File: config.mk
export PLATFORM = sky130hd
export DESIGN_NAME = dtb_trigger
export DESIGN_NICKNAME = d
export VERILOG_FILES = /design/src/include/dtb_pkg.sv /design/src/design/dtb_op_tracker.sv /design/src/design/dtb_trigger.sv
export SDC_FILE = /design/constraint.sdc
export NUM_CORES = 1
export LEC_CHECK = 0
export ABC_AREA = 1
export BUFFER_PORTS_ARGS = -buffer_cell sky130_fd_sc_hd__buf_2
export CORE_MARGIN = 10
export CORE_UTILIZATION = 55
export DETAILED_ROUTE_END_ITERATION = 16
export GPL_TIMING_DRIVEN = 0
export HOLD_SLACK_MARGIN = 0.1
export PLACE_DENSITY = 0.8
export SLEW_MARGIN = 20
export SYNTH_ARGS = -nofsm -noshare
export SYNTH_HDL_FRONTEND = slang
export SYNTH_SLANG_ARGS = --single-unit
File: constraint.sdc
create_clock -name clk -period 4.7 [get_ports clk]
set_clock_uncertainty 0.15 [all_clocks]
set_input_delay 0 -clock clk [delete_from_list [all_inputs] [get_ports clk]]
set_output_delay 0 -clock clk [all_outputs]
set_load 0.005 [all_outputs]
File: src/include/dtb_pkg.sv
/*
  shared constants and types of the debug trigger and breakpoint block:
  trigger mode codes, storage sizes and reset values.
  assumes nothing beyond a synthesis tool that accepts packages.
*/
package dtb_pkg;

  // trace storage holds eight words of sixteen bits
  localparam int DTB_FIFO_DEPTH = 8;
  localparam int DTB_WORD_W = 16;
  // event-only data sits in the low byte
  localparam int DTB_DATA_W = 8;
  // opcodes the instruction queue may hold at once
  localparam int DTB_QUEUE_DEPTH = 3;

  // bus direction code for a write cycle
  localparam logic DTB_RW_WRITE = 1'b0;
  // begin trace select value in the trigger control register
  localparam logic DTB_BEGIN_TRACE = 1'b1;
  // break kind value for a tag request
  localparam logic DTB_BRK_TAG = 1'b1;

  // reset values of the run state
  localparam logic DTB_RST_ARMED = 1'b0;
  localparam logic DTB_RST_HIT = 1'b0;
  localparam logic DTB_RST_STORING = 1'b0;
  localparam logic DTB_RST_PEND = 1'b0;

  // the nine trigger modes of the four-bit mode field
  typedef enum logic [3:0] {
    DTB_MODE_A_ONLY = 4'h0,
    DTB_MODE_A_OR_B = 4'h1,
    DTB_MODE_A_THEN_B = 4'h2,
    DTB_MODE_EVENT_B = 4'h3,
    DTB_MODE_A_THEN_EVENT_B = 4'h4,
    DTB_MODE_A_AND_B_DATA = 4'h5,
    DTB_MODE_A_AND_NOT_B_DATA = 4'h6,
    DTB_MODE_INSIDE_RANGE = 4'h7,
    DTB_MODE_OUTSIDE_RANGE = 4'h8
  } dtb_mode_t;

endpackage : dtb_pkg

File: src/design/dtb_op_tracker.sv
/*
  opcode tracker: follows one tag bit per opcode through the cpu
  instruction queue and reports when a tagged opcode executes.
  assumes fetch, exec and flush are single-cycle strobes from the core.
*/
`timescale 1ns/100ps
`default_nettype none

module dtb_op_tracker #(
  parameter int DEPTH = 3
) (
  input wire logic clk,
  input wire logic resetn,
  input wire logic fetch,
  input wire logic tag_in,
  input wire logic flush,
  input wire logic exec,
  output logic exec_hit
);

  localparam int CW = $clog2(DEPTH + 1);
  localparam logic [CW-1:0] DEPTH_C = CW'(DEPTH);

  // one tag per queue slot, slot 0 is the head of the queue, next to execute
  logic [DEPTH-1:0] tags_ff;
  logic [DEPTH-1:0] nxt_tags;
  logic [CW-1:0] cnt_ff;
  logic [CW-1:0] nxt_cnt;
  // queue state after the pop, before the push
  logic pop;
  logic [DEPTH-1:0] kept_tags;
  logic [CW-1:0] kept_cnt;

  assign pop = exec && (cnt_ff != '0);

  assign kept_tags = flush ? '0 : (pop ? (tags_ff >> 1) : tags_ff);
  assign kept_cnt = flush ? '0 : (cnt_ff - CW'(pop));

  assign exec_hit = pop && tags_ff[0] && !flush;

  // push the fetched opcode's tag behind the kept entries
  always_comb begin
    nxt_tags = kept_tags;
    nxt_cnt = kept_cnt;
    if (fetch && (kept_cnt < DEPTH_C)) begin
      nxt_tags[kept_cnt] = tag_in;
      nxt_cnt = kept_cnt + CW'(1);
    end
  end

  // queue tag registers
  always_ff @(posedge clk or negedge resetn) begin
    if (!resetn) begin
      tags_ff <= '0;
      cnt_ff <= '0;
    end else begin
      tags_ff <= nxt_tags;
      cnt_ff <= nxt_cnt;
    end
  end

endmodule : dtb_op_tracker

`default_nettype wire

File: src/design/dtb_trigger.sv
/*
  debug trigger and breakpoint block: two comparators, nine trigger
  modes, trace storage control and breakpoint requests to the cpu.
  assumes control bits arrive as plain levels and the arm write as a
  one-cycle strobe, all synchronous to clk; the core reports fetch,
  execute, flush and instruction boundaries as one-cycle strobes.
*/
// Function
// - tags act only on executed opcodes
// - force break waits for instruction end
// - tagged opcode replaced by background entry
// - tag select routes comparators through trackers
// - four-bit field picks one of nine modes
// - begin select: start at trigger or circular
// - arm sets flag, clears hits and count
// - begin run ends full, end run on trigger
// - clearing arm or enable halts run
// - flow addresses, or data bytes in event modes
// - event modes always behave as begin trace
// - optional read/write qualification per comparator
// - break enable issues tag or force request
// - a-only and a-or-b address matches
// - b triggers only after earlier a match
// - full mode: address a plus data b
// - full mode: address a, data not b
// - tag break in full modes ignores data
// - event b stores data until full
// - after a, each b stores data
// - inside and outside address range modes
// - no background permit gives software interrupt
`timescale 1ns/100ps
`default_nettype none

module dtb_trigger
  import dtb_pkg::*;
#(
  parameter int FIFO_DEPTH = DTB_FIFO_DEPTH,
  parameter int QUEUE_DEPTH = DTB_QUEUE_DEPTH
) (
  input wire logic clk,
  input wire logic resetn,
  // debug control register bits
  input wire logic debug_module_enable,
  input wire logic arm_write,
  input wire logic arm_value,
  input wire logic cpu_break_enable,
  input wire logic break_kind_tag,
  input wire logic rw_qualify_en_a,
  input wire logic rw_match_value_a,
  input wire logic rw_qualify_en_b,
  input wire logic rw_match_value_b,
  // trigger control register bits
  input wire logic [3:0] trigger_mode_field,
  input wire logic opcode_track_select,
  input wire logic trace_begin_select,
  // comparator values
  input wire logic [DTB_WORD_W-1:0] comp_a_value,
  input wire logic [DTB_WORD_W-1:0] comp_b_value,
  // serial controller permit for background mode
  input wire logic background_permit,
  // cpu bus cycle
  input wire logic bus_valid,
  input wire logic bus_rw,
  input wire logic [DTB_WORD_W-1:0] bus_addr,
  input wire logic [DTB_DATA_W-1:0] bus_read_data,
  input wire logic [DTB_DATA_W-1:0] bus_write_data,
  input wire logic bdc_access,
  // cpu instruction queue events
  input wire logic opcode_fetch,
  input wire logic queue_flush,
  input wire logic opcode_exec,
  input wire logic insn_boundary,
  // change-of-flow report
  input wire logic cof_valid,
  input wire logic [DTB_WORD_W-1:0] cof_addr,
  // trace readout
  input wire logic [$clog2(FIFO_DEPTH)-1:0] fifo_read_index,
  output logic [DTB_WORD_W-1:0] fifo_read_data_ff,
  // debug status register bits
  output logic run_active_flag_ff,
  output logic comp_a_hit_flag_ff,
  output logic comp_b_hit_flag_ff,
  output logic [$clog2(FIFO_DEPTH+1)-1:0] fifo_word_count_ff,
  // cpu break actions
  output logic enter_background_opcode_ff,
  output logic software_interrupt_opcode_ff,
  output logic suppress_exec_ff
);

  localparam int CW = $clog2(FIFO_DEPTH + 1);
  localparam int PW = $clog2(FIFO_DEPTH);
  localparam logic [CW-1:0] FULL_C = CW'(FIFO_DEPTH);

  // mode decode
  dtb_mode_t mode;
  logic event_mode;
  logic full_mode;
  logic range_mode;
  // comparator raw matches
  logic addr_eq_a;
  logic addr_eq_b;
  logic data_eq_b;
  logic addr_in_range;
  logic rw_ok_a;
  logic rw_ok_b;
  logic [DTB_DATA_W-1:0] cmp_data;
  logic cmp_live;
  // qualified comparator signals before and after tracking
  logic qual_a;
  logic qual_b;
  logic track_a;
  logic track_b;
  logic sig_a;
  logic sig_b;
  // trigger results
  logic trig_raw;
  logic trig;
  logic tag_cond;
  logic tag_exec_hit;
  // run control
  logic run_live;
  logic start_run;
  logic stop_run;
  logic fifo_full;
  logic capture;
  logic [DTB_WORD_W-1:0] capture_word;
  logic storing_ff;
  logic force_pend_ff;
  logic [PW-1:0] wr_ptr_ff;
  // trace storage
  logic [DTB_WORD_W-1:0] fifo_mem [FIFO_DEPTH];

  assign mode = dtb_mode_t'(trigger_mode_field);
  assign event_mode = (mode == DTB_MODE_EVENT_B) || (mode == DTB_MODE_A_THEN_EVENT_B);
  assign full_mode = (mode == DTB_MODE_A_AND_B_DATA) || (mode == DTB_MODE_A_AND_NOT_B_DATA);
  assign range_mode = (mode == DTB_MODE_INSIDE_RANGE) || (mode == DTB_MODE_OUTSIDE_RANGE);

  // comparators sleep during serial controller accesses
  assign cmp_live = bus_valid && !bdc_access;
  assign addr_eq_a = bus_addr == comp_a_value;
  assign addr_eq_b = bus_addr == comp_b_value;
  // inclusive window between a and b
  assign addr_in_range = (bus_addr >= comp_a_value) && (bus_addr <= comp_b_value);
  // write data only when qualified for writes, else read data
  assign cmp_data = (rw_qualify_en_a && (rw_match_value_a == DTB_RW_WRITE)) ?
                    bus_write_data : bus_read_data;
  assign data_eq_b = cmp_data == comp_b_value[DTB_DATA_W-1:0];

  assign rw_ok_a = !rw_qualify_en_a || (bus_rw == rw_match_value_a);
  assign rw_ok_b = !rw_qualify_en_b || (bus_rw == rw_match_value_b);

  // comparator a carries the range test in range modes
  assign qual_a = cmp_live && rw_ok_a &&
                  (mode == DTB_MODE_INSIDE_RANGE ? addr_in_range :
                   mode == DTB_MODE_OUTSIDE_RANGE ? !addr_in_range : addr_eq_a);
  assign qual_b = cmp_live && rw_ok_b && addr_eq_b;

  dtb_op_tracker #(
    .DEPTH(QUEUE_DEPTH)
  ) u_track_a (
    .clk(clk),
    .resetn(resetn),
    .fetch(opcode_fetch),
    .tag_in(qual_a),
    .flush(queue_flush),
    .exec(opcode_exec),
    .exec_hit(track_a)
  );

  dtb_op_tracker #(
    .DEPTH(QUEUE_DEPTH)
  ) u_track_b (
    .clk(clk),
    .resetn(resetn),
    .fetch(opcode_fetch),
    .tag_in(qual_b),
    .flush(queue_flush),
    .exec(opcode_exec),
    .exec_hit(track_b)
  );

  assign sig_a = opcode_track_select ? track_a : qual_a;
  assign sig_b = opcode_track_select ? track_b : qual_b;

  // combine comparator signals under the selected mode
  always_comb begin
    trig_raw = 1'b0;
    unique case (mode)
      DTB_MODE_A_ONLY: trig_raw = sig_a;
      DTB_MODE_A_OR_B: trig_raw = sig_a || sig_b;
      DTB_MODE_A_THEN_B: trig_raw = sig_b && comp_a_hit_flag_ff;
      DTB_MODE_EVENT_B: trig_raw = sig_b;
      DTB_MODE_A_THEN_EVENT_B: trig_raw = sig_b && comp_a_hit_flag_ff;
      DTB_MODE_A_AND_B_DATA: trig_raw = sig_a && data_eq_b;
      DTB_MODE_A_AND_NOT_B_DATA: trig_raw = sig_a && !data_eq_b;
      // window tests ride on comparator a
      DTB_MODE_INSIDE_RANGE: trig_raw = sig_a;
      DTB_MODE_OUTSIDE_RANGE: trig_raw = sig_a;
      // codes nine to fifteen never trigger
      default: trig_raw = 1'b0;
    endcase
  end

  // triggers count only inside a live run
  assign run_live = run_active_flag_ff && debug_module_enable;
  assign trig = run_live && trig_raw;

  // tag request skips the data test
  assign tag_cond = run_live && cpu_break_enable && (break_kind_tag == DTB_BRK_TAG) &&
                    (full_mode ? qual_a :
                     (mode == DTB_MODE_A_OR_B) ? (qual_a || qual_b) :
                     (mode == DTB_MODE_A_THEN_B) ? (qual_b && comp_a_hit_flag_ff) :
                     (mode == DTB_MODE_A_ONLY) || range_mode ? qual_a : 1'b0);

  // cpu tag travels with the fetched opcode
  dtb_op_tracker #(
    .DEPTH(QUEUE_DEPTH)
  ) u_track_brk (
    .clk(clk),
    .resetn(resetn),
    .fetch(opcode_fetch),
    .tag_in(tag_cond),
    .flush(queue_flush),
    .exec(opcode_exec),
    .exec_hit(tag_exec_hit)
  );

  assign start_run = arm_write && arm_value && debug_module_enable;
  assign stop_run = (arm_write && !arm_value) || !debug_module_enable;

  assign fifo_full = fifo_word_count_ff == FULL_C;

  // event modes store bus data, others flow addresses
  assign capture = run_live && (event_mode ? trig : (storing_ff && cof_valid));
  assign capture_word = event_mode ? {{(DTB_WORD_W-DTB_DATA_W){1'b0}}, cmp_data} : cof_addr;

  // run flag and comparator hit flags
  always_ff @(posedge clk or negedge resetn) begin
    if (!resetn) begin
      run_active_flag_ff <= DTB_RST_ARMED;
      comp_a_hit_flag_ff <= DTB_RST_HIT;
      comp_b_hit_flag_ff <= DTB_RST_HIT;
    end else if (start_run) begin
      run_active_flag_ff <= 1'b1;
      comp_a_hit_flag_ff <= 1'b0;
      comp_b_hit_flag_ff <= 1'b0;
    end else begin
      if (stop_run) begin
        run_active_flag_ff <= 1'b0;
      end else if (run_live && !event_mode && trace_begin_select != DTB_BEGIN_TRACE && trig) begin
        run_active_flag_ff <= 1'b0;
      end else if (run_live && fifo_full &&
                   (event_mode || trace_begin_select == DTB_BEGIN_TRACE)) begin
        run_active_flag_ff <= 1'b0;
      end
      comp_a_hit_flag_ff <= comp_a_hit_flag_ff || (run_live && sig_a);
      comp_b_hit_flag_ff <= comp_b_hit_flag_ff || (run_live && sig_b);
    end
  end

  // storage enable for flow address traces
  always_ff @(posedge clk or negedge resetn) begin
    if (!resetn) begin
      storing_ff <= DTB_RST_STORING;
    end else if (start_run) begin
      // circular from arming unless begin trace
      storing_ff <= (trace_begin_select != DTB_BEGIN_TRACE);
    end else if (stop_run || !run_live) begin
      storing_ff <= 1'b0;
    end else if (trig && (trace_begin_select == DTB_BEGIN_TRACE)) begin
      // begin trace opens at the trigger
      storing_ff <= 1'b1;
    end
  end

  // event modes ignore begin select, stop at full
  always_ff @(posedge clk or negedge resetn) begin
    if (!resetn) begin
      fifo_word_count_ff <= '0;
      wr_ptr_ff <= '0;
    end else if (start_run) begin
      fifo_word_count_ff <= '0;
      wr_ptr_ff <= '0;
    end else if (capture && !(fifo_full && (event_mode || trace_begin_select == DTB_BEGIN_TRACE))) begin
      // end traces wrap and keep the count at full
      wr_ptr_ff <= (wr_ptr_ff == PW'(FIFO_DEPTH - 1)) ? '0 : wr_ptr_ff + PW'(1);
      fifo_word_count_ff <= fifo_full ? fifo_word_count_ff : fifo_word_count_ff + CW'(1);
    end
  end

  // trace storage write, no reset needed
  always_ff @(posedge clk) begin
    if (capture && !start_run &&
        !(fifo_full && (event_mode || trace_begin_select == DTB_BEGIN_TRACE))) begin
      fifo_mem[wr_ptr_ff] <= capture_word;
    end
  end

  // registered readout of one stored word
  always_ff @(posedge clk or negedge resetn) begin
    if (!resetn) begin
      fifo_read_data_ff <= '0;
    end else begin
      fifo_read_data_ff <= fifo_mem[fifo_read_index];
    end
  end

  // force request waits for the boundary
  always_ff @(posedge clk or negedge resetn) begin
    if (!resetn) begin
      force_pend_ff <= DTB_RST_PEND;
    end else if (trig && cpu_break_enable && (break_kind_tag != DTB_BRK_TAG)) begin
      // force kind selected; set wins over service
      force_pend_ff <= 1'b1;
    end else if (insn_boundary) begin
      force_pend_ff <= 1'b0;
    end
  end

  // break actions toward the core, one-cycle pulses
  always_ff @(posedge clk or negedge resetn) begin
    if (!resetn) begin
      enter_background_opcode_ff <= 1'b0;
      software_interrupt_opcode_ff <= 1'b0;
      suppress_exec_ff <= 1'b0;
    end else begin
      enter_background_opcode_ff <= (tag_exec_hit || (force_pend_ff && insn_boundary)) &&
                                    background_permit;
      software_interrupt_opcode_ff <= (tag_exec_hit || (force_pend_ff && insn_boundary)) &&
                                      !background_permit;
      suppress_exec_ff <= tag_exec_hit;
    end
  end

endmodule : dtb_trigger

`default_nettype wire

# Word level (Yosys, flattened, before mapping)
# Memory sizes are Yosys's and may differ from the RTL's. A register that Yosys moved wholly into a read port is not among the register bits.
# Index checks and enable logic that the tools add are counted.
# op_classes
addsub	8
mul	0
div	0
n_lt_le_gt_ge	11
n_eq_ne	16
n_shift	0
muxes	55
n_bitwise	3
n_reduce_logical	92
# ops
cell	n
$logic_and A1 B1 Y1	53
$mux W3	12
$eq A16 B16 Y1	2
$mux W1	25
$eq A4 B3 Y1 const B	4
$ge A16 B16 Y1	1
$le A16 B16 Y1	1
$mux W16	1
$logic_not A1 Y1	14
$logic_or A1 B1 Y1	14
$mux W2	6
$mux W4	3
$reduce_bool A2 Y1	5
$bwmux W3	3
$lt A2 B3 Y1 const B	3
$eq A4 B2 Y1 const B	2
$eq A4 B4 Y1 const B	2
$eq A8 B8 Y1	1
$mux W8	1
$add A2 B1 Y2 const B	3
$demux W1 S2	3
$ge A2 B1 Y1 const B	3
$lt A2 B2 Y1 const B	3
$pmux W1 S6	1
14 further kinds	19
# totals
reg_bits	30
latchBits	0
ram_bits	128
rom_bits	0
in_bits	109
out_inout_bits	26
memories	1
# mem_list
name	depth	width	read_ports	rd_ports_with_merged_regs	write_ports	line	source
fifo_mem	8	16	1	1	1	dtb_trigger.sv:131	logic [DTB_WORD_W-1:0] fifo_mem [FIFO_DEPTH];

# Longest topological paths before layout
# Gate-level depths: netlist of the first run.
# logic_depth
ltp_word	16
ltp_mapped	26
depth_no_buf	26

# Modules after synthesis
# From an unflattened synthesis of the first run, not the netlist that was laid out.
# hier_totals
hier_cells	931
hier_area_um2	8869.8
# modules_own_cells
mod	n_inst	cells_per_inst	area_each_um2	seq_area_each_um2
dtb_trigger	1	771	7691.1	4619.4
dtb_op_tracker at u_track_a ...	2	53	390.4	125.1
dtb_op_tracker at u_track_brk	1	54	397.9	125.1

# Worst setup path before layout of the first run
# Ideal clock, no wire load.
# synth_path
path_type	input to register
from	input port comp_a_value[15]
to	memory fifo_mem[1][0] (enable)
t_arrival_ns	2.388
required_time_ns	4.162
setup_slack_ns	1.774
stages	20
path_cell_list	inv_1 -> ha_1 -> nand2_1 -> nor2_1 -> nand3_1 -> a21oi_1 -> nor2_1 -> nand2_1 -> nand2_1 -> a21oi_1 -> nand3_1 -> nand2_1 -> nand2_1 -> nand2_1 -> nand2_2 -> nand2_4 -> nand2_4 -> nor2_8 -> nand2_4 -> nor2_1
# synth_via
elab_chain_len	16
word_cells_on_any_way	19
# synth_lines
item	line	source
start, declared	dtb_trigger.sv:57	input wire logic [DTB_WORD_W-1:0] comp_a_value,
$ge A16 B16 Y1	dtb_trigger.sv:143	assign addr_in_range = (bus_addr >= comp_a_value) && (bus_addr <= comp_b_value);
$logic_and A1 B1 Y1	dtb_trigger.sv:143	
$logic_not A1 Y1	dtb_trigger.sv:155	mode == DTB_MODE_OUTSIDE_RANGE ? !addr_in_range : addr_eq_a);
$mux W1	dtb_trigger.sv:155	
$mux W1 *	dtb_trigger.sv:154	(mode == DTB_MODE_INSIDE_RANGE ? addr_in_range :
$logic_and A1 B1 Y1 *	dtb_trigger.sv:153	assign qual_a = cmp_live && rw_ok_a &&
$mux W1 *	dtb_trigger.sv:182	assign sig_a = opcode_track_select ? track_a : qual_a;
$logic_and A1 B1 Y1, or another cell as far along	dtb_trigger.sv:195	DTB_MODE_A_AND_NOT_B_DATA: trig_raw = sig_a && !data_eq_b;
$pmux W1 S6 *	dtb_trigger.sv:188	unique case (mode)
$logic_and A1 B1 Y1 *	dtb_trigger.sv:206	assign trig = run_live && trig_raw;
$mux W1 *	dtb_trigger.sv:234	assign capture = run_live && (event_mode ? trig : (storing_ff && cof_valid));
$logic_and A1 B1 Y1 *	dtb_trigger.sv:234	
$logic_and A1 B1 Y1 * (2 in a row)	dtb_trigger.sv:293	if (capture && !start_run &&
$mux W1 *	dtb_trigger.sv:293	
$mux W1 (not written as such) *	dtb_trigger.sv:295	fifo_mem[wr_ptr_ff] <= capture_word;
end, declared	dtb_trigger.sv:131	
# Every way passes the cells marked *; elsewhere a longest branch is shown, timed or not.

# Final worst setup path of the first run
# layout_path
from	register u_track_brk.cnt_ff[1]
to	register u_track_brk.tags_ff[1]
# layout_via
elab_chain_len	10
word_cells_on_any_way	15
# layout_lines
item	line	source
start, declared	dtb_op_tracker.sv:27	logic [CW-1:0] cnt_ff;
start signal, assigned	dtb_op_tracker.sv:58	cnt_ff <= nxt_cnt;
$reduce_bool A2 Y1	dtb_op_tracker.sv:34	assign pop = exec && (cnt_ff != '0);
$logic_and A1 B1 Y1	dtb_op_tracker.sv:34	
$sub A2 B1 Y2	dtb_op_tracker.sv:37	assign kept_cnt = flush ? '0 : (cnt_ff - CW'(pop));
$mux W2	dtb_op_tracker.sv:37	
$lt A2 B3 Y1 (not written as such) or $ge A2 B1 Y1 (tied branches)	dtb_op_tracker.sv:46	nxt_tags[kept_cnt] = tag_in;
$logic_and A1 B1 Y1 (not written as such)	dtb_op_tracker.sv:46	
$mux W1 (not written as such)	dtb_op_tracker.sv:46	
$demux W1 S2	n/a	
$bwmux W3	dtb_op_tracker.sv:46	
$mux W3 *	dtb_op_tracker.sv:45	if (fetch && (kept_cnt < DEPTH_C)) begin
net u_track_brk.nxt_tags[1]	dtb_op_tracker.sv:26	logic [DEPTH-1:0] nxt_tags;
end signal, assigned	dtb_op_tracker.sv:57	tags_ff <= nxt_tags;
end, declared	dtb_op_tracker.sv:25	logic [DEPTH-1:0] tags_ff;
# Mark *: on every way through the listed nets, which the timed path passes. The rest lies on a longest branch.
# A chain may end at the register's enable or synchronous reset.

==> impl_metrics.tcl, run 1 <==
set metrics [dict create \
    clock.fmax_ghz 0.292 \
    detailedRoute.firstIterationViolations 526 \
    worst_setup_path_start_kind "register" \
    drt.antenna.violating_nets 0 \
    setup_repair_after_global_routing_missed_its_margin "no" \
    fin_hold_ws_ns 0.156 \
    power_density_mw_per_mm2 348 \
    yosys.cell_types.count 33 \
    design.core.area_mm2 0.0153 \
    maxSlewViolCount 0 \
    synth_top_cells_by_area "sky130_fd_sc_hd__edfxtp_1 44%, sky130_fd_sc_hd__dfrtp_1 13%, sky130_fd_sc_hd__nor2_1 8.1%" \
    netlist.top_cell.by_area "sky130_fd_sc_hd__edfxtp_1" \
    area_growth_pct 25.3 \
    post_synth_inst_count 885 \
    wl_per_cell_um 17.4 \
    internal_power_mw 2.71 \
    die_area_mm2 0.0212 \
    power_switching_mw 1.07 \
    post_cts_buffers 0 \
    required_ns 4.94 \
    post-synth-top-count-cell "sky130_fd_sc_hd__nor2_1" \
    cts_num_sinks 174 \
    endpoint_kind "register" \
    fin_crit_sh_pct 72.8 \
    r2r_cells 12 \
    tns_ns 0 \
    max-cap-violations 0 \
    clock_tree.root_cell "sky130_fd_sc_hd__clkbuf_16" \
    vias 7101 \
    worstSetupPathType "reg2reg" \
    reg2reg_slack_ns 1.28 \
    cp_max_fo 6 \
    clk_transition_reported_paths_ns 0.07 \
    cts_made_buffers 17 \
    crit_path_end "u_track_brk.tags_ff[1]" \
    share_clk_of_total_power_pct 36.9 \
    hold_path.startpoint "bus_rw" \
    place.gp.congestion 0.830 \
    place_ws_ns 1.18 \
    drt_first_pass_iters 6 \
    holdCritPathClass "in2reg" \
    antenna_found_initial 0 \
    final_critical_delay_including_setup_and_external_delays_ns 3.42 \
    power_frac_comb_pct 16.6 \
    critical_path_arrival_ns 3.66 \
    synth_edf_count 128 \
    hold_viol 0 \
    drive_gt1_share_pct 18.0 \
    worst_ir_drop_vdd_uv 284 \
    post-dp-hpwl_mm 16.0 \
    grtUsageTotal_pct 21.8 \
    port_buffers 132 \
    final_worst_setup_slack_ns 1.28 \
    antenna-diode-count 0 \
    sequential_power_share_pct 46.5 \
    rr_endpoint "u_track_brk.tags_ff[1]" \
    synth.net_count 1045 \
    globalRoute.totalOverflow 0 \
    final_wl_mm 23.0 \
    tritoncts "built" \
    route.detailed.vias_per_inst 5.36 \
    h-tree-depth 4 \
    leakagePower_nw 4.82 \
    finish.net_count 1261 \
    critical_path.startpoint "u_track_brk.cnt_ff[1]" \
    synth_flop_cell "sky130_fd_sc_hd__edfxtp_1" \
    cts_buffer_depth 2 \
    number_of_global_route_vias_before_repair 7362 \
    die_y_um 145 \
    synth_top_cell_area_share_pct 44.4 \
    post_cts_hold_buffer_count 58 \
    synth.ff_latch_count 174 \
    clk-insertion-delay-late_ns 0.44 \
    power_switching_share_pct 28.2 \
    i_o_pin_total 135 \
    die-width_um 145 \
    synth.cells.most_frequent "188 x sky130_fd_sc_hd__nor2_1, 128 x sky130_fd_sc_hd__edfxtp_1, 113 x sky130_fd_sc_hd__nand2_1" \
    grt_start_max_net_pins 47 \
    cts_resized 0 \
    r2r_start "u_track_brk.cnt_ff[1]" \
    seq_total_area_yosys_pct 57.7 \
    grt_first_pass_wirelength_mm 37.1 \
    outcome "finished, final reports clean" \
    setup_violations 0 \
    postSynth.asyncResetShare_pct 26.4 \
    post_synth.cell_area_avg_um2 9.79 \
    start_util_pct 56.6 \
    floorplan.rows 45 \
    worstMarginPinSlew_ns 0.962 \
    timing.slew.headroom_pct 35.8 \
    netlist_area_mm2 0.00866 \
    synth_warnings 0 \
    remaining_drc_errors 0 \
]
==> worst max-delay path, stage by stage, from the launching register on <==
cell and delay [ns]:
sky130_fd_sc_hd__dfrtp_1 0.40, sky130_fd_sc_hd__o21ai_0 0.62, sky130_fd_sc_hd__inv_1 0.17, sky130_fd_sc_hd__ha_1 0.25, sky130_fd_sc_hd__nand2_1 0.07, sky130_fd_sc_hd__inv_1 0.04, sky130_fd_sc_hd__nor3_1 0.32, sky130_fd_sc_hd__inv_1 0.14
sky130_fd_sc_hd__ha_1 0.20, sky130_fd_sc_hd__nand2_1 0.08, sky130_fd_sc_hd__o21ai_0 0.10, sky130_fd_sc_hd__o32ai_1 0.25, sky130_fd_sc_hd__dlygate4sd3_1 0.58
==> area by class of cell <==
type	count	area, um2
Inverter	102	385
Multi-Input combinational cell	583	3200
Fill cell	1085	4460
Clock buffer	17	425
Clock inverter	15	156
Timing Repair Buffer	197	1330
Sequential cell	174	4990
Buffer	26	105
Tap cell	211	264
==> how the worst min path moves through the flow <==
stage                                   endpoint  depth (start not counted)
global route          enter_background_opcode_ff                          4
floorplan                     comp_a_hit_flag_ff                          0
global placement    software_interrupt_opcode_ff                          2
detailed placement  software_interrupt_opcode_ff                          2
CTS                         u_track_a.tags_ff[0]                          7
finish                      u_track_a.tags_ff[0]                          7
==> power groups by stage <==
stage	Combinational, mW	Clock [mW]	Sequential [mW]
floorplan	0.369	0	1.79
global placement	0.540	0	1.79
detailed placement	0.570	0	1.79
CTS	0.619	1.39	1.76
global route	0.710	1.46	1.77
finish	0.628	1.39	1.76
==> cell families after synthesis <==
group                      synth area share [%]
xor gates and xnor gates                   1.40
and+or+nand+nor                            17.5
buffers and inverters                      5.66
AOI/OAI and AO/OA                          10.4
adders and majority gates                  7.37
DFF                                        57.7
==> sequential cells by signal (all words and copies together) (netlist names), 2 cells and up <==
register and cells:
u_track_brk.tags_ff 3, fifo_word_count_ff 4, fifo_read_data_ff 16, u_track_b.tags_ff 3, u_track_b.cnt_ff 2, u_track_a.cnt_ff 2
wr_ptr_ff 3, u_track_a.tags_ff 3, fifo_mem 128, u_track_brk.cnt_ff 2
==> layout by cell type, fill, tap and decap left out, drive strengths merged, types with 3 or more instances in the layout <==
master       netlist  routed
nand4              6       6
a21oi             21      21
dfrtp             46      46
buf                3     141
edfxtp           128     128
dlygate4sd3        0      59
o2111ai            4       4
a31oi             25      25
ha                51      51
o22ai             17      17
clkinv             1       5
xor2              12      12
inv              101     108
nor2             189     189
nand3             22      22
o32ai              3       3
o21ai             90      90
clkbuf            23      40
nor3               8       8
nand2            129     129
clkinvlp           0       3
==> layer usage <==
metal | part of all wire [%] | vias to the layer above | routed length [um] | GRT usage, %
met3 | 7.7 | 41 | 1770 | 5.81
met5 | 0 | - | 0 | 0
li1 | - | 3439 | - | -
met4 | 1.6 | 0 | 362 | 7.23
met2 | 52 | 308 | 12000 | 38.6
met1 | 39 | 3313 | 8890 | 24.9
==> per-stage QoR <==
stage | cell area [um2] | power [mW] | utilization [%] | instances
global route | 10900 | 3.94 | 70.9 | 1325
detailed placement | 9680 | 2.36 | 63.2 | 1234
floorplan | 8660 | 2.15 | - | 885
CTS | 10800 | 3.76 | 70.8 | 1324
finish | 10900 | 3.78 | 70.9 | 1325
global placement | 9590 | 2.33 | 62.6 | 1228
Power figures use the tool's default switching activity.
==> run 2: changes to the inputs <==
--- a/config.mk
+++ b/config.mk
@@ -5,7 +5,7 @@
 export SDC_FILE = /design/constraint.sdc
 export NUM_CORES = 1
 export LEC_CHECK = 0
-export ABC_AREA = 1
+export ABC_AREA = 0
 export BUFFER_PORTS_ARGS = -buffer_cell sky130_fd_sc_hd__buf_2
 export CORE_MARGIN = 10
 export CORE_UTILIZATION = 55
==> constraint.sdc (replaced) <==
create_clock -name clk -period 3.6 [get_ports clk]
set_clock_uncertainty 0.15 [all_clocks]
set_input_delay 0 -clock clk [delete_from_list [all_inputs] [get_ports clk]]
set_output_delay 0 -clock clk [all_outputs]
set_load 0.005 [all_outputs]
==> run 2 against run 1 <==
Compared with the run above: utilization about the same; wire length is 7.7% lower; combinational power grew 9.7%; maximum frequency is 4.3% higher; sequential power increased by 27%; die area down 1.5%; area after synthesis down 1.7%; synthesized cell count fell by 30%; worst hold slack lost 0.041 ns; final area decreased by 0.80%; clock-buffer cell count increased by 3.
==> impl_metrics.tcl, run 2 <==
set metrics [dict create \
    worst_path_max_delay_cell "sky130_fd_sc_hd__dlygate4sd3_1" \
    cts_num_sinks 174 \
    finish.instance_area_mm2 0.0108 \
    highest_layer "met5" \
    leading_registers_by_flop_count "fifo_mem: 128 flops, fifo_read_data_ff: 16 flops, fifo_word_count_ff: 4 flops" \
    crit_path_cell_trace "o21ai_0, inv_1, ha_1, xnor2_1, nor2_1, ha_1, nor2b_1, clkbuf_1, nand2_1, nand4b_1, o31ai_1, dlygate4sd3_1" \
    cts_buffer_depth 2 \
    synth.net_count 779 \
    layout.cells.most_common_list "130 x sky130_fd_sc_hd__buf_2, 128 x sky130_fd_sc_hd__edfxtp_1, 57 x sky130_fd_sc_hd__dlygate4sd3_1" \
    worst_setup_path_start_kind "register" \
    largest_register_ff_count 128 \
    synth_top_cells_by_area "sky130_fd_sc_hd__edfxtp_1 45%, sky130_fd_sc_hd__dfrtp_1 14%, sky130_fd_sc_hd__mux4_2 8.5%" \
    post_synth_inst_count 619 \
    die_y_um 144 \
    port_buffers 130 \
    cp_max_fo 8 \
    netlist.top_cell.by_area "sky130_fd_sc_hd__edfxtp_1" \
    max-cap-violations 0 \
    synth.ff_latch_count 174 \
    drive_gt1_share_pct 27.5 \
    wl_per_cell_um 20.5 \
    h-tree-depth 4 \
    post-place-cells 945 \
    wl_met1_mm 8.50 \
    grt_start_max_net_pins 47 \
    post-dp-hpwl_mm 15.4 \
    synth_top_cell_area_share_pct 45.2 \
    endpoint_kind "register" \
    area_growth_pct 26.6 \
    worst_ir_drop_vdd_uv 369 \
    clk_transition_reported_paths_ns 0.07 \
    commonest_non_fill_non_tap_cell_in_the_layout "sky130_fd_sc_hd__buf_2" \
    place.gp.congestion 0.813 \
    floorplan.rows 45 \
    placed_cell_area_mm2 0.00955 \
    vias 5922 \
    place_ws_ns -0.139 \
    hold_viol 0 \
    post_synth.cell_area_avg_um2 13.7 \
    outcome "finished, final reports clean" \
    critPathBufInv 3 \
    required_ns 3.76 \
    remaining_drc_errors 0 \
    synth_edf_count 128 \
    die-width_um 144 \
    netlist_area_mm2 0.00851 \
    regMostFlops "fifo_mem" \
    drt_first_pass_iters 5 \
    worstMarginPinSlew_ns 1.01 \
    grtUsageTotal_pct 21.1 \
    clk-insertion-delay-late_ns 0.42 \
    timing.critical_path.slowest_cell_delay_ns 0.56 \
    start_util_pct 56.0 \
    route.met2.wl_mm 11.0 \
    synth_flop_cell "sky130_fd_sc_hd__edfxtp_1" \
    drt.antenna.violating_nets 0 \
    antenna_found_initial 1 \
    seq_total_area_yosys_pct 58.7 \
    die_area_mm2 0.0208 \
    finalPower_mw 4.86 \
    number_of_global_route_vias_before_repair 6402 \
    routed-wl-met3_mm 1.47 \
    tritoncts "built" \
    final_cell_count_no_fill 1035 \
    path_delay_family "buffers and inverters" \
    route.detailed.vias_per_inst 5.72 \
    globalRoute.totalOverflow 0 \
    final_wl_mm 21.2 \
    final_worst_setup_slack_ns 0.321 \
    grt_first_pass_wirelength_mm 33.6 \
    power_density_mw_per_mm2 451 \
    clock.fmax_ghz 0.305 \
    i_o_pin_total 135 \
    clock_tree.root_cell "sky130_fd_sc_hd__clkbuf_16" \
    post-synth-top-count-cell "sky130_fd_sc_hd__edfxtp_1" \
    final_critical_delay_including_setup_and_external_delays_ns 3.28 \
    yosys.cell_types.count 55 \
    post-route-util_pct 70.8 \
    detailedRoute.firstIterationViolations 473 \
    maxSlewViolCount 0 \
    worstSetupPathType "reg2reg" \
    critical_path_arrival_ns 3.44 \
    fin_hold_ws_ns 0.114 \
    synth.cells.most_frequent "128 x sky130_fd_sc_hd__edfxtp_1, 51 x sky130_fd_sc_hd__ha_1, 48 x sky130_fd_sc_hd__inv_1" \
    cts_made_buffers 17 \
    setup_repair_after_global_routing_missed_its_margin "no" \
    holdCritPathClass "in2reg" \
    fin_crit_sh_pct 91.1 \
    setup_violations 0 \
    timing.slew.headroom_pct 32.7 \
    synth_warnings 0 \
    nFillCells 1011 \
    leakagePower_nw 4.38 \
    finish.net_count 994 \
    postSynth.asyncResetShare_pct 26.4 \
    antenna-diode-count 0 \
    most_prevalent_standard_cell_on_the_critical_path "sky130_fd_sc_hd__ha_1" \
    tns_ns 0 \
    design.core.area_mm2 0.0152 \
]
[run 2: cell count changes after synthesis, moves of 12 or more]
cell / delta
sky130_fd_sc_hd__nor2b_1: +20
sky130_fd_sc_hd__inv_1: -51
sky130_fd_sc_hd__nor2_1: -148
sky130_fd_sc_hd__nand3_1: -12
sky130_fd_sc_hd__mux2_2: +18
sky130_fd_sc_hd__o21ai_0: -69
sky130_fd_sc_hd__a31oi_1: -21
sky130_fd_sc_hd__mux2i_1: +12
sky130_fd_sc_hd__mux4_2: +32
sky130_fd_sc_hd__nand2_1: -80
sky130_fd_sc_hd__o22ai_1: -16
[run 2: logic make-up after synthesis]
family | Yosys count | share of synthesized area (%)
multiplexers | 62 | 12.3
buffers and inverters | 69 | 3.06
XOR/XNOR | 25 | 2.57
adder cells (fa/ha/maj) | 51 | 7.50
AO/OA/AOI/OAI | 88 | 6.65
flip-flops | 174 | 58.7
AND/OR/NAND/NOR | 150 | 9.28
[run 2: final timing paths]
kind	from	endpoint	slack, ns	cells past startpoint
worst max-delay path	u_track_a.cnt_ff[1]	u_track_a.tags_ff[2]	0.32	12
worst max register to register	u_track_a.cnt_ff[1]	u_track_a.tags_ff[2]	0.32	12
max in group asynchronous	resetn	u_track_a.tags_ff[1]	2.54	4
worst min register to register	u_track_brk.tags_ff[2]	u_track_brk.tags_ff[2]	0.41	2
worst min-delay path	fifo_read_index[0]	fifo_read_data_ff[0]	0.11	3
min in group asynchronous	resetn	fifo_read_data_ff[0]	0.50	4
[run 2: area by class of cell]
class	instances	area, um2	area share, %
multi-input combinational	376	3300	30.6
sequential	174	4990	46.4
buffer	21	80.1	0.743
tap	188	235	2.18
inverter	48	180	1.67
clock inverter	12	186	1.73
clock buffer	20	437	4.05
timing repair buffer	196	1360	12.6
[run 2: layer usage]
metal | vias to the layer above | GRT usage (%)
met5 | - | 0
met4 | 2 | 5.74
met3 | 25 | 5.41
met2 | 232 | 36.7
met1 | 2918 | 25.5
li1 | 2745 | -
[run 2: worst min-delay path, stage by stage]
cell and delay [ns]:
sky130_fd_sc_hd__clkbuf_1 0.22, sky130_fd_sc_hd__mux4_2 0.28, sky130_fd_sc_hd__mux2_2 0.15
[run 2: repair_timing]
action / CTS / global route
hold endpoints to repair: 208 / 0
hold buffers: 58 / 0
setup buffers: 0 / 0
gates resized for setup: 0 / 0
[run 2: power by group]
group	internal, mW	leakage, nW	switching [mW]
logic	0.305	2.34	0.384
clock network	1.17	0.291	0.761
registers	2.21	1.75	0.0237
total	3.69	4.38	1.17
